[config.mk]
export PLATFORM = sky130hd
export DESIGN_NAME = board_reset_sequencer
export DESIGN_NICKNAME = d
export VERILOG_FILES = /design/src/logic/reset_seq_pkg.sv /design/src/logic/board_reset_sequencer.sv /design/src/logic/input_debounce.sv
export SDC_FILE = /design/constraint.sdc
export NUM_CORES = 1
export LEC_CHECK = 0
export ABC_AREA = 1
export BUFFER_PORTS_ARGS = -buffer_cell sky130_fd_sc_hd__buf_4
export CORE_MARGIN = 4
export CORE_UTILIZATION = 38
export CTS_CLUSTER_SIZE = 24
export DETAILED_ROUTE_END_ITERATION = 16
export SYNTH_ARGS = -nofsm -noshare
export SYNTH_HDL_FRONTEND = slang
export SYNTH_SLANG_ARGS = --single-unit
[constraint.sdc]
create_clock -name clk_in -period 1.9 [get_ports clk_in]
set_clock_uncertainty 0.1 [all_clocks]
set_input_delay 0.38 -clock clk_in [delete_from_list [all_inputs] [get_ports clk_in]]
set_output_delay 0.38 -clock clk_in [all_outputs]
set_load 0.01 [all_outputs]
[src/logic/reset_seq_pkg.sv]
package reset_seq_pkg;

    // ****************************************************************
    // Board count and timing.
    // ****************************************************************
    localparam int unsigned BOARD_COUNT = 2;
    localparam int unsigned CLK_PERIOD_NS = 40;
    // Debounce time for buttons and request lines, in microseconds.
    localparam int unsigned DEBOUNCE_US = 10;
    localparam int unsigned DEBOUNCE_CYCLES = (DEBOUNCE_US * 1000) / CLK_PERIOD_NS;
    // Time each reset stage is held, in microseconds.
    localparam int unsigned STAGE_US = 20;
    localparam int unsigned STAGE_CYCLES = (STAGE_US * 1000 + CLK_PERIOD_NS - 1) / CLK_PERIOD_NS;
    localparam int unsigned CNT_W = 16;
    localparam logic [CNT_W-1:0] CNT_ZERO = 16'h0000;

    // ****************************************************************
    // Sequencer states.
    // ****************************************************************
    typedef enum logic [2:0] {
        ST_STANDBY  = 3'b000,
        ST_CONFIG   = 3'b001,
        ST_ASSERT   = 3'b010,
        ST_REL_POR  = 3'b011,
        ST_REL_SYS  = 3'b100,
        ST_RUN      = 3'b101
    } seq_state_t;

    // Reset outputs that travel together to each board.
    typedef struct packed {
        logic system_reset_n;
        logic power_on_reset_n;
    } board_resets_t;

endpackage : reset_seq_pkg

[src/logic/board_reset_sequencer.sv]
module board_reset_sequencer (
    input  wire logic                                       clk_in,
    input  wire logic                                       reset_in,
    input  wire logic                                       power_button_in,
    input  wire logic                                       hw_reset_button_in,
    input  wire logic [reset_seq_pkg::BOARD_COUNT-1:0]      board_reset_request_in,
    input  wire logic                                       assert_por_option_in,
    input  wire logic                                       config_done_in,
    output logic [reset_seq_pkg::BOARD_COUNT-1:0]           system_reset_n_out,
    output logic [reset_seq_pkg::BOARD_COUNT-1:0]           power_on_reset_n_out,
    output logic                                            periph_system_reset_n_out,
    output logic                                            periph_power_on_reset_n_out,
    output logic                                            board_power_en_out,
    output logic                                            config_start_out,
    output logic                                            defaults_load_out,
    output logic                                            run_out
);

    // ****************************************************************
    // Input conditioning.
    // ****************************************************************
    localparam int unsigned NIN = reset_seq_pkg::BOARD_COUNT + 2;

    logic [NIN-1:0] raw_inputs;
    logic [NIN-1:0] presses;
    logic           soft_press;
    logic           hw_press;
    logic           req_press;

    assign raw_inputs = {board_reset_request_in, hw_reset_button_in, power_button_in};

    // One debouncer per input line.
    genvar gi;
    generate
        for (gi = 0; gi < NIN; gi++) begin : g_deb
            input_debounce u_deb (
                .clk_in    (clk_in),
                .reset_in  (reset_in),
                .level_in  (raw_inputs[gi]),
                .press_out (presses[gi])
            );
        end
    endgenerate

    assign soft_press = presses[0];
    assign hw_press   = presses[1];
    assign req_press  = |presses[NIN-1:2];

    // ****************************************************************
    // Sequencer.
    // ****************************************************************
    reset_seq_pkg::seq_state_t            state_ff;
    reset_seq_pkg::seq_state_t            nxt_state;
    logic [reset_seq_pkg::CNT_W-1:0]      timer_ff;
    logic [reset_seq_pkg::CNT_W-1:0]      nxt_timer;
    logic                                 por_on_ff;
    logic                                 nxt_por_on;
    logic                                 sys_n_ff;
    logic                                 nxt_sys_n;
    logic                                 por_n_ff;
    logic                                 nxt_por_n;
    logic                                 power_ff;
    logic                                 nxt_power;
    logic                                 cfg_start_ff;
    logic                                 nxt_cfg_start;
    logic                                 defaults_ff;
    logic                                 nxt_defaults;
    logic                                 run_ff;
    logic                                 nxt_run;
    logic                                 timer_done;

    assign timer_done = (timer_ff == reset_seq_pkg::CNT_ZERO);

    // Next-state logic; the hardware button has priority in every powered state.
    always_comb begin
        nxt_state     = state_ff;
        nxt_timer     = timer_done ? timer_ff : timer_ff - 16'h0001;
        nxt_por_on    = por_on_ff;
        nxt_sys_n     = sys_n_ff;
        nxt_por_n     = por_n_ff;
        nxt_power     = power_ff;
        nxt_cfg_start = 1'b0;
        nxt_defaults  = 1'b0;
        case (state_ff)
            reset_seq_pkg::ST_STANDBY: begin
                nxt_sys_n = 1'b0;
                nxt_por_n = 1'b0;
                nxt_power = 1'b0;
                if (soft_press) begin
                    nxt_state     = reset_seq_pkg::ST_CONFIG;
                    nxt_power     = 1'b1;
                    nxt_cfg_start = 1'b1;
                end
            end
            reset_seq_pkg::ST_CONFIG: begin
                if (config_done_in) begin
                    nxt_state = reset_seq_pkg::ST_REL_POR;
                    nxt_timer = reset_seq_pkg::CNT_W'(reset_seq_pkg::STAGE_CYCLES);
                    nxt_por_on = 1'b1;
                end
            end
            reset_seq_pkg::ST_ASSERT: begin
                if (timer_done) begin
                    nxt_state = reset_seq_pkg::ST_REL_POR;
                    nxt_timer = reset_seq_pkg::CNT_W'(reset_seq_pkg::STAGE_CYCLES);
                end
            end
            reset_seq_pkg::ST_REL_POR: begin
                nxt_por_n = 1'b1;
                if (timer_done) begin
                    nxt_state = reset_seq_pkg::ST_REL_SYS;
                end
            end
            reset_seq_pkg::ST_REL_SYS: begin
                nxt_sys_n = 1'b1;
                nxt_state = reset_seq_pkg::ST_RUN;
            end
            reset_seq_pkg::ST_RUN: begin
                if (soft_press || req_press) begin
                    nxt_state  = reset_seq_pkg::ST_ASSERT;
                    nxt_timer  = reset_seq_pkg::CNT_W'(reset_seq_pkg::STAGE_CYCLES);
                    nxt_sys_n  = 1'b0;
                    nxt_por_on = assert_por_option_in;
                    nxt_por_n  = !assert_por_option_in;
                end
            end
            default: begin
                nxt_state = reset_seq_pkg::ST_STANDBY;
            end
        endcase
        if (hw_press && state_ff != reset_seq_pkg::ST_STANDBY) begin
            nxt_state    = reset_seq_pkg::ST_STANDBY;
            nxt_sys_n    = 1'b0;
            nxt_por_n    = 1'b0;
            nxt_power    = 1'b0;
            nxt_por_on   = 1'b0;
            nxt_defaults = 1'b1;
        end
        nxt_run = (nxt_state == reset_seq_pkg::ST_RUN);
    end

    // State registers; reset leaves the board in standby with resets held.
    always_ff @(posedge clk_in) begin
        if (reset_in) begin
            state_ff     <= reset_seq_pkg::ST_STANDBY;
            timer_ff     <= reset_seq_pkg::CNT_ZERO;
            por_on_ff    <= 1'b0;
            sys_n_ff     <= 1'b0;
            por_n_ff     <= 1'b0;
            power_ff     <= 1'b0;
            cfg_start_ff <= 1'b0;
            defaults_ff  <= 1'b0;
            run_ff       <= 1'b0;
        end else begin
            state_ff     <= nxt_state;
            timer_ff     <= nxt_timer;
            por_on_ff    <= nxt_por_on;
            sys_n_ff     <= nxt_sys_n;
            por_n_ff     <= nxt_por_n;
            power_ff     <= nxt_power;
            cfg_start_ff <= nxt_cfg_start;
            defaults_ff  <= nxt_defaults;
            run_ff       <= nxt_run;
        end
    end

    // The reset pair travels as one carrier, so both levels always leave together.
    reset_seq_pkg::board_resets_t reset_pair;

    assign reset_pair = '{system_reset_n: sys_n_ff, power_on_reset_n: por_n_ff};

    // Fan the same reset pair out to every board and to the peripherals.
    assign system_reset_n_out          = {reset_seq_pkg::BOARD_COUNT{reset_pair.system_reset_n}};
    assign power_on_reset_n_out        = {reset_seq_pkg::BOARD_COUNT{reset_pair.power_on_reset_n}};
    assign periph_system_reset_n_out   = reset_pair.system_reset_n;
    assign periph_power_on_reset_n_out = reset_pair.power_on_reset_n;
    assign board_power_en_out          = power_ff;
    assign config_start_out            = cfg_start_ff;
    assign defaults_load_out           = defaults_ff;
    assign run_out                     = run_ff;
endmodule : board_reset_sequencer

[src/logic/input_debounce.sv]
// Synchronises one level input and emits a one-cycle pulse when a stable
// assertion has been held for the debounce time.
module input_debounce (
    input  wire logic clk_in,
    input  wire logic reset_in,
    input  wire logic level_in,
    output logic      press_out
);

    logic                                 meta_ff;
    logic                                 sync_ff;
    logic                                 stable_ff;
    logic                                 nxt_stable;
    logic [reset_seq_pkg::CNT_W-1:0]      cnt_ff;
    logic [reset_seq_pkg::CNT_W-1:0]      nxt_cnt;
    logic                                 press_ff;
    logic                                 nxt_press;

    // Filter counts how long the synchronised level differs from the stable one.
    always_comb begin
        nxt_cnt    = reset_seq_pkg::CNT_ZERO;
        nxt_stable = stable_ff;
        nxt_press  = 1'b0;
        if (sync_ff != stable_ff) begin
            if (cnt_ff == reset_seq_pkg::CNT_W'(reset_seq_pkg::DEBOUNCE_CYCLES - 1)) begin
                nxt_stable = sync_ff;
                nxt_press  = sync_ff;
            end else begin
                nxt_cnt = cnt_ff + 16'h0001;
            end
        end
    end

    // Registers for the synchroniser, filter and pulse.
    always_ff @(posedge clk_in) begin
        if (reset_in) begin
            meta_ff   <= 1'b0;
            sync_ff   <= 1'b0;
            stable_ff <= 1'b0;
            cnt_ff    <= reset_seq_pkg::CNT_ZERO;
            press_ff  <= 1'b0;
        end else begin
            meta_ff   <= level_in;
            sync_ff   <= meta_ff;
            stable_ff <= nxt_stable;
            cnt_ff    <= nxt_cnt;
            press_ff  <= nxt_press;
        end
    end

    assign press_out = press_ff;
endmodule : input_debounce

# After elaboration in Yosys (flattened, before gate mapping)
# Index checks and enable logic that the tools add are counted.
dict set report op_classes {
  addsub 5
  multipliers 0
  div_mod_pow 0
  magnitude_cmp 0
  n_eq_ne 15
  n_shift 0
  mux 18
  n_bitwise 9
  n_reduce_logical 25
}
# op n
set op_table {}
lappend op_table {{16-bit by 1-bit adder with 16-bit output (second input constant)} 4}
lappend op_table {{16-bit by 8-bit == test with 1-bit output (second input constant)} 4}
lappend op_table {{16-bit 2-to-1 mux} 4}
lappend op_table {{16-bit case mux with 3 select lines} 1}
lappend op_table {{3-bit OR reduction} 8}
lappend op_table {{3-bit 2-to-1 mux} 6}
lappend op_table {{3-bit case mux with 6 select lines} 1}
lappend op_table {{16-bit zero test} 1}
lappend op_table {{16-bit by 1-bit subtractor with 16-bit output (second input constant)} 1}
lappend op_table {{2-bit AND reduction} 6}
lappend op_table {{3-bit == test (second input constant)} 3}
lappend op_table {{1-bit inverter} 9}
lappend op_table {{3-bit nonzero test} 3}
lappend op_table {{3-bit by 2-bit == test with 1-bit output (second input constant)} 2}
lappend op_table {{1-bit case mux with 3 select lines} 2}
lappend op_table {{2-bit OR reduction} 3}
lappend op_table {{1-bit 2-to-1 mux} 4}
lappend op_table {{1-bit != test} 4}
lappend op_table {{3-bit by 1-bit == test with 1-bit output (second input constant)} 1}
lappend op_table {{3-bit zero test} 1}
lappend op_table {{2-bit != test (second input constant)} 1}
lappend op_table {{1-bit logical AND} 1}
lappend op_table {{1-bit zero test} 1}
lappend op_table {{1-bit logical OR} 1}
dict set report word_totals {
  regBits 105
  latch_bits 0
  ramBits 0
  rom_bits 0
  inputBits 8
  output_inout_bits 10
  elab_cells 100
  n_memories 0
}

# Longest topological paths before layout
dict set report logic_depth {
  ltp_word 6
  mapped_depth 12
}

# Cells and area by module
# A second synthesis with hierarchy kept.
dict set report hier_totals {
  cells_unflattened 791
  area_unflattened_um2 5624.1
}
# mod n_inst cells_per_inst area_each_um2 seq_area_each_um2
set by_module_without_submodules {}
lappend by_module_without_submodules {input_debounce 4 141 1041.0 400.4}
lappend by_module_without_submodules {board_reset_sequencer 1 227 1460.2 500.5}

# Least setup slack after synthesis
# Ideal clock, no wire load.
dict set report synth_path {
  kind {reg2reg}
  from {register timer_ff[0] (netlist bit)}
  to {register timer_ff[0] (netlist bit)}
  setup_time_ns 0.056
  arrival_time_ns 1.494
  setup_slack_ns 0.250
  stages_incl_launch_ff 12
  period_less_slack_ns 1.650
  path_cell_list {dfxtp_1 -> inv_1 -> ha_1 -> inv_1 -> nor2_1 -> nand2_1 -> nor2_2 -> nand2_4 -> ha_1 -> o21ai_0 -> nand2_1 -> inv_1}
}
dict set report synth_via {
  elab_chain_len 4
}
# element line
set synth_lines {}
lappend synth_lines {{from (decl)} board_reset_sequencer.sv:54} ;# logic [reset_seq_pkg::CNT_W-1:0] timer_ff;
lappend synth_lines {{from (signal assigned)} board_reset_sequencer.sv:146} ;# timer_ff <= reset_seq_pkg::CNT_ZERO;
lappend synth_lines {{from (signal assigned)} board_reset_sequencer.sv:156} ;# timer_ff <= nxt_timer;
lappend synth_lines {{16-bit by 1-bit subtractor with 16-bit output or 16-bit zero test (tied branches)} {board_reset_sequencer.sv:77, board_reset_sequencer.sv:72}}
lappend synth_lines {{16-bit 2-to-1 mux} board_reset_sequencer.sv:77} ;# nxt_timer = timer_done ? timer_ff : timer_ff - 16'h0001;
lappend synth_lines {{16-bit 2-to-1 mux, on equally long branches} {board_reset_sequencer.sv:119, board_reset_sequencer.sv:96, board_reset_sequencer.sv:103}}
lappend synth_lines {{16-bit case mux with 3 select lines (*)} board_reset_sequencer.sv:84} ;# case (state_ff)
# Mark *: on every way between the ends. The rest lies on a longest branch, timed or not.
# A chain may end at the register's enable or synchronous reset.

# Worst setup path after layout
dict set report layout_path {
  from {register timer_ff[1] (netlist bit)}
  to {register timer_ff[0] (netlist bit)}
}
dict set report layout_via {
  elab_chain_len 4
}
# element line
set layout_lines {}
lappend layout_lines {{16-bit zero test (*)} board_reset_sequencer.sv:72} ;# assign timer_done = (timer_ff == reset_seq_pkg::CNT_ZERO);
lappend layout_lines {{16-bit 2-to-1 mux} board_reset_sequencer.sv:77}
lappend layout_lines {{16-bit 2-to-1 mux, on equally long branches} {board_reset_sequencer.sv:119, board_reset_sequencer.sv:96, board_reset_sequencer.sv:103}}
lappend layout_lines {{16-bit case mux with 3 select lines (*)} board_reset_sequencer.sv:84}
# Marks and branches as above.

==> summary.txt <==
status = finished, final reports clean
Rel. slew slack = 72.3%
Post-Syn Area = 5010 um^2
layout cells sized above 1 = 9.81%
startpoint types = register
Warnings, synthesis = 0
Worst Hold Class = in2reg
# IOs = 18
total gr overflow = 0
Hold Fails Final Rpt = 0
Fmax = 594 MHz
antenna-violating nets left = 0
GP Congestion = 0.839
antenna violations before repair = 0
EDFF count, synth = 0
worst hold slack = 0.138 ns
Top cell by count, worst path = inv_1
clock tree buffer depth = 2
initial DRC count = 249
design area = 5600 um^2
RSZ-0062 raised after global routing = no
register area share after synthesis = 41.9%
Mapped Avg Cell Area = 7.18 um^2
routed vias/inst = 4.77
Top FF cell, synth = dfxtp_1
DIE AREA = 15100 um^2
Final min period = 1.68 ns
total of max-cap violations = 0
die width = 123 um
Die Y = 123 um
Synth top area share = 41.9%
area delta synth->final = 11.8%
Yosys top cell by area = dfxtp_1
first-pass GRT wire length = 17200 um
Mapped Nets = 717
Sink Count = 105
Clk pin slew, worst setup/hold paths = 0.07 ns
pin count of the biggest net entering global routing = 22
Post-Route WL = 9570 um
Post-synth ARST share = 0%
Slew @ Worst Pin = 0.412 ns
Worst-Skew Late Latency = 0.35 ns
PD cells = 1000 nW/um^2
total CTS buffers = 9
NumNets Final = 738
sequential standard cell area = 2100 um^2
Clk Tree Root Cell = clkbuf_16
DRC errors left = 0
DP HPWL = 7280 um
gr usage total = 14.0%
setup TNS = 0 ns
CTS tree = done
CP max stage delay = 0.32 ns
ant diodes = 0
H-Tree Depth = 3
Filler cells = 1283
Final WS setup = 0.215 ns
setup bufs post-CTS = 0
Initial Util = 39.2%
Worst EP arrival = 1.89 ns
critical path class = reg2reg
Place WS = 0.174 ns
Top delay family on crit path = adder cells
via count = 4271
row cnt = 41
Worst EP required = 2.10 ns
Peak VDD IR = 0.593 mV
vias in the first global route = 4041
utilization after layout = 43.9%
Post-synth top cells = nand2_1 (128), nor2_1 (107), dfxtp_1 (105)
fin. max-slew vios = 0
DRT Pass-1 Iters = 5
CP bufs+invs = 3
input/output buffers = 17
# setup viols final = 0
area of the multi-input gates = 2470 um^2
area post-placement = 5310 um^2
most frequent cell after synthesis = nand2_1
nature of the critical path endpoint = register
Netlist cell types = 40
CP max-delay cell = dfxtp_1
largest cells by area after synthesis = dfxtp_1 (42%), nand2_1 (9.6%), nor2_1 (8.0%)
DR WL/cell = 10.7 um
Syn Inst Count = 698
area of the core = 12800 um^2
Pleak = 2.11 nW
period utilization = 88.7%
CP Cell Sequence = inv_1 -> ha_1 -> inv_1 -> nor2_1 -> nand2_1 -> nor2_4 -> nand2_4 -> ha_1 -> o21ai_1 -> nand2_1 -> inv_1
CP Max Fanout = 10
Yosys reg bits = 105
-- per-stage QoR --
stage / power (mW) / cells
3_3_place_gp: 3.78 / 880
3_5_place_dp: 3.79 / 880
6_report: 5.61 / 896
2_1_floorplan: 3.54 / 698
4_1_cts: 5.65 / 896
5_1_grt: 6.01 / 896
-- worst register-to-register path, delay by kind of cell (launching register included) --
| kind | cells | cell delay [ns] |
|---|---|---|
| flip-flops | 1 | 0.32 |
| AO/OA/AOI/OAI | 1 | 0.12 |
| AND/OR/NAND/NOR | 5 | 0.46 |
| buffers and inverters | 3 | 0.17 |
| adder cells (fa/ha/maj) | 2 | 0.47 |
-- cell type report --
type                    count  share of cell area [%]
clock buffers              12                    4.22
clock inverters             4                   0.960
inverters                  97                    6.50
multi-input cells         485                    44.1
flip-flops and latches    105                    37.5
well taps                 172                    3.84
repair buffers             21                    2.81
-- layer usage --
layer / GRT usage, % / wire (um) / vias to the layer above
met1: 18.1 / 4710 / 1932
li1: - / - / 2269
met3: 2.40 / 357 / 13
met5: 0 / 0 / -
met2: 22.7 / 4310 / 57
met4: 6.51 / 196 / 0
-- cell families (layout without fill, tap and decap cells) --
logic type | Yosys count | count (layout) | share of synthesized area (%)
compound gates | 64 | 64 | 6.99
xor+xnor | 22 | 22 | 3.84
fa+ha+maj | 11 | 11 | 2.75
buf+inv | 108 | 134 | 8.83
flops | 105 | 105 | 41.9
simple gates | 388 | 388 | 35.7
-- state kept, by name (all words and copies together) (netlist names) --
signal / flops
defaults_load_out: 1
g_deb.u_deb.stable_ff: 4
periph_system_reset_n_out: 1
board_power_en_out: 1
run_out: 1
g_deb.u_deb.meta_ff: 4
state_ff: 3
g_deb.u_deb.press_out: 4
config_start_out: 1
g_deb.u_deb.sync_ff: 4
timer_ff: 16
g_deb.u_deb.cnt_ff: 64
periph_power_on_reset_n_out: 1
-- cell usage in the layout (no fill, tap or decap), types with 3 or more instances in the layout --
cell type	netlist	routed
nor3_1	27	27
clkbuf_16	0	9
o21ai_0	11	10
nor2_2	14	13
xor2_1	12	12
clkbuf_1	2	3
nor2_1	107	107
inv_1	95	95
nand3_1	62	62
nand2_1	128	128
nand2_4	3	3
nor3b_1	6	6
o21ai_1	2	3
nand4_1	16	16
xnor2_1	10	10
nand3_2	3	3
a21oi_1	41	41
dfxtp_1	105	105
buf_4	6	21
ha_1	11	11
nand2_2	5	5
nand3b_1	6	6
or2_2	4	4
-- power breakdown --
group / internal, mW / leakage [nW] / switching, mW / total, mW
logic: 0.499 / 1.12 / 0.821 / 1.32
clock network: 1.03 / 0.133 / 0.806 / 1.83
registers: 2.34 / 0.850 / 0.114 / 2.46
-- worst paths after layout --
check                                               start                endpoint  slack, ns  depth (start not counted)
worst min-delay path            board_reset_request_in[1]  g_deb[3].u_deb.meta_ff       0.14                          3
worst max register to register                timer_ff[1]             timer_ff[0]       0.22                         11
worst min register to register     g_deb[3].u_deb.meta_ff  g_deb[3].u_deb.sync_ff       0.30                          2
worst max-delay path                          timer_ff[1]             timer_ff[0]       0.22                         11
-- repair_timing --
action | CTS | global route
gates resized for setup | 0 | 2
hold buffers | 0 | 0
endpoints found under the setup margin | 0 | 1
Power figures use the tool's default switching activity.
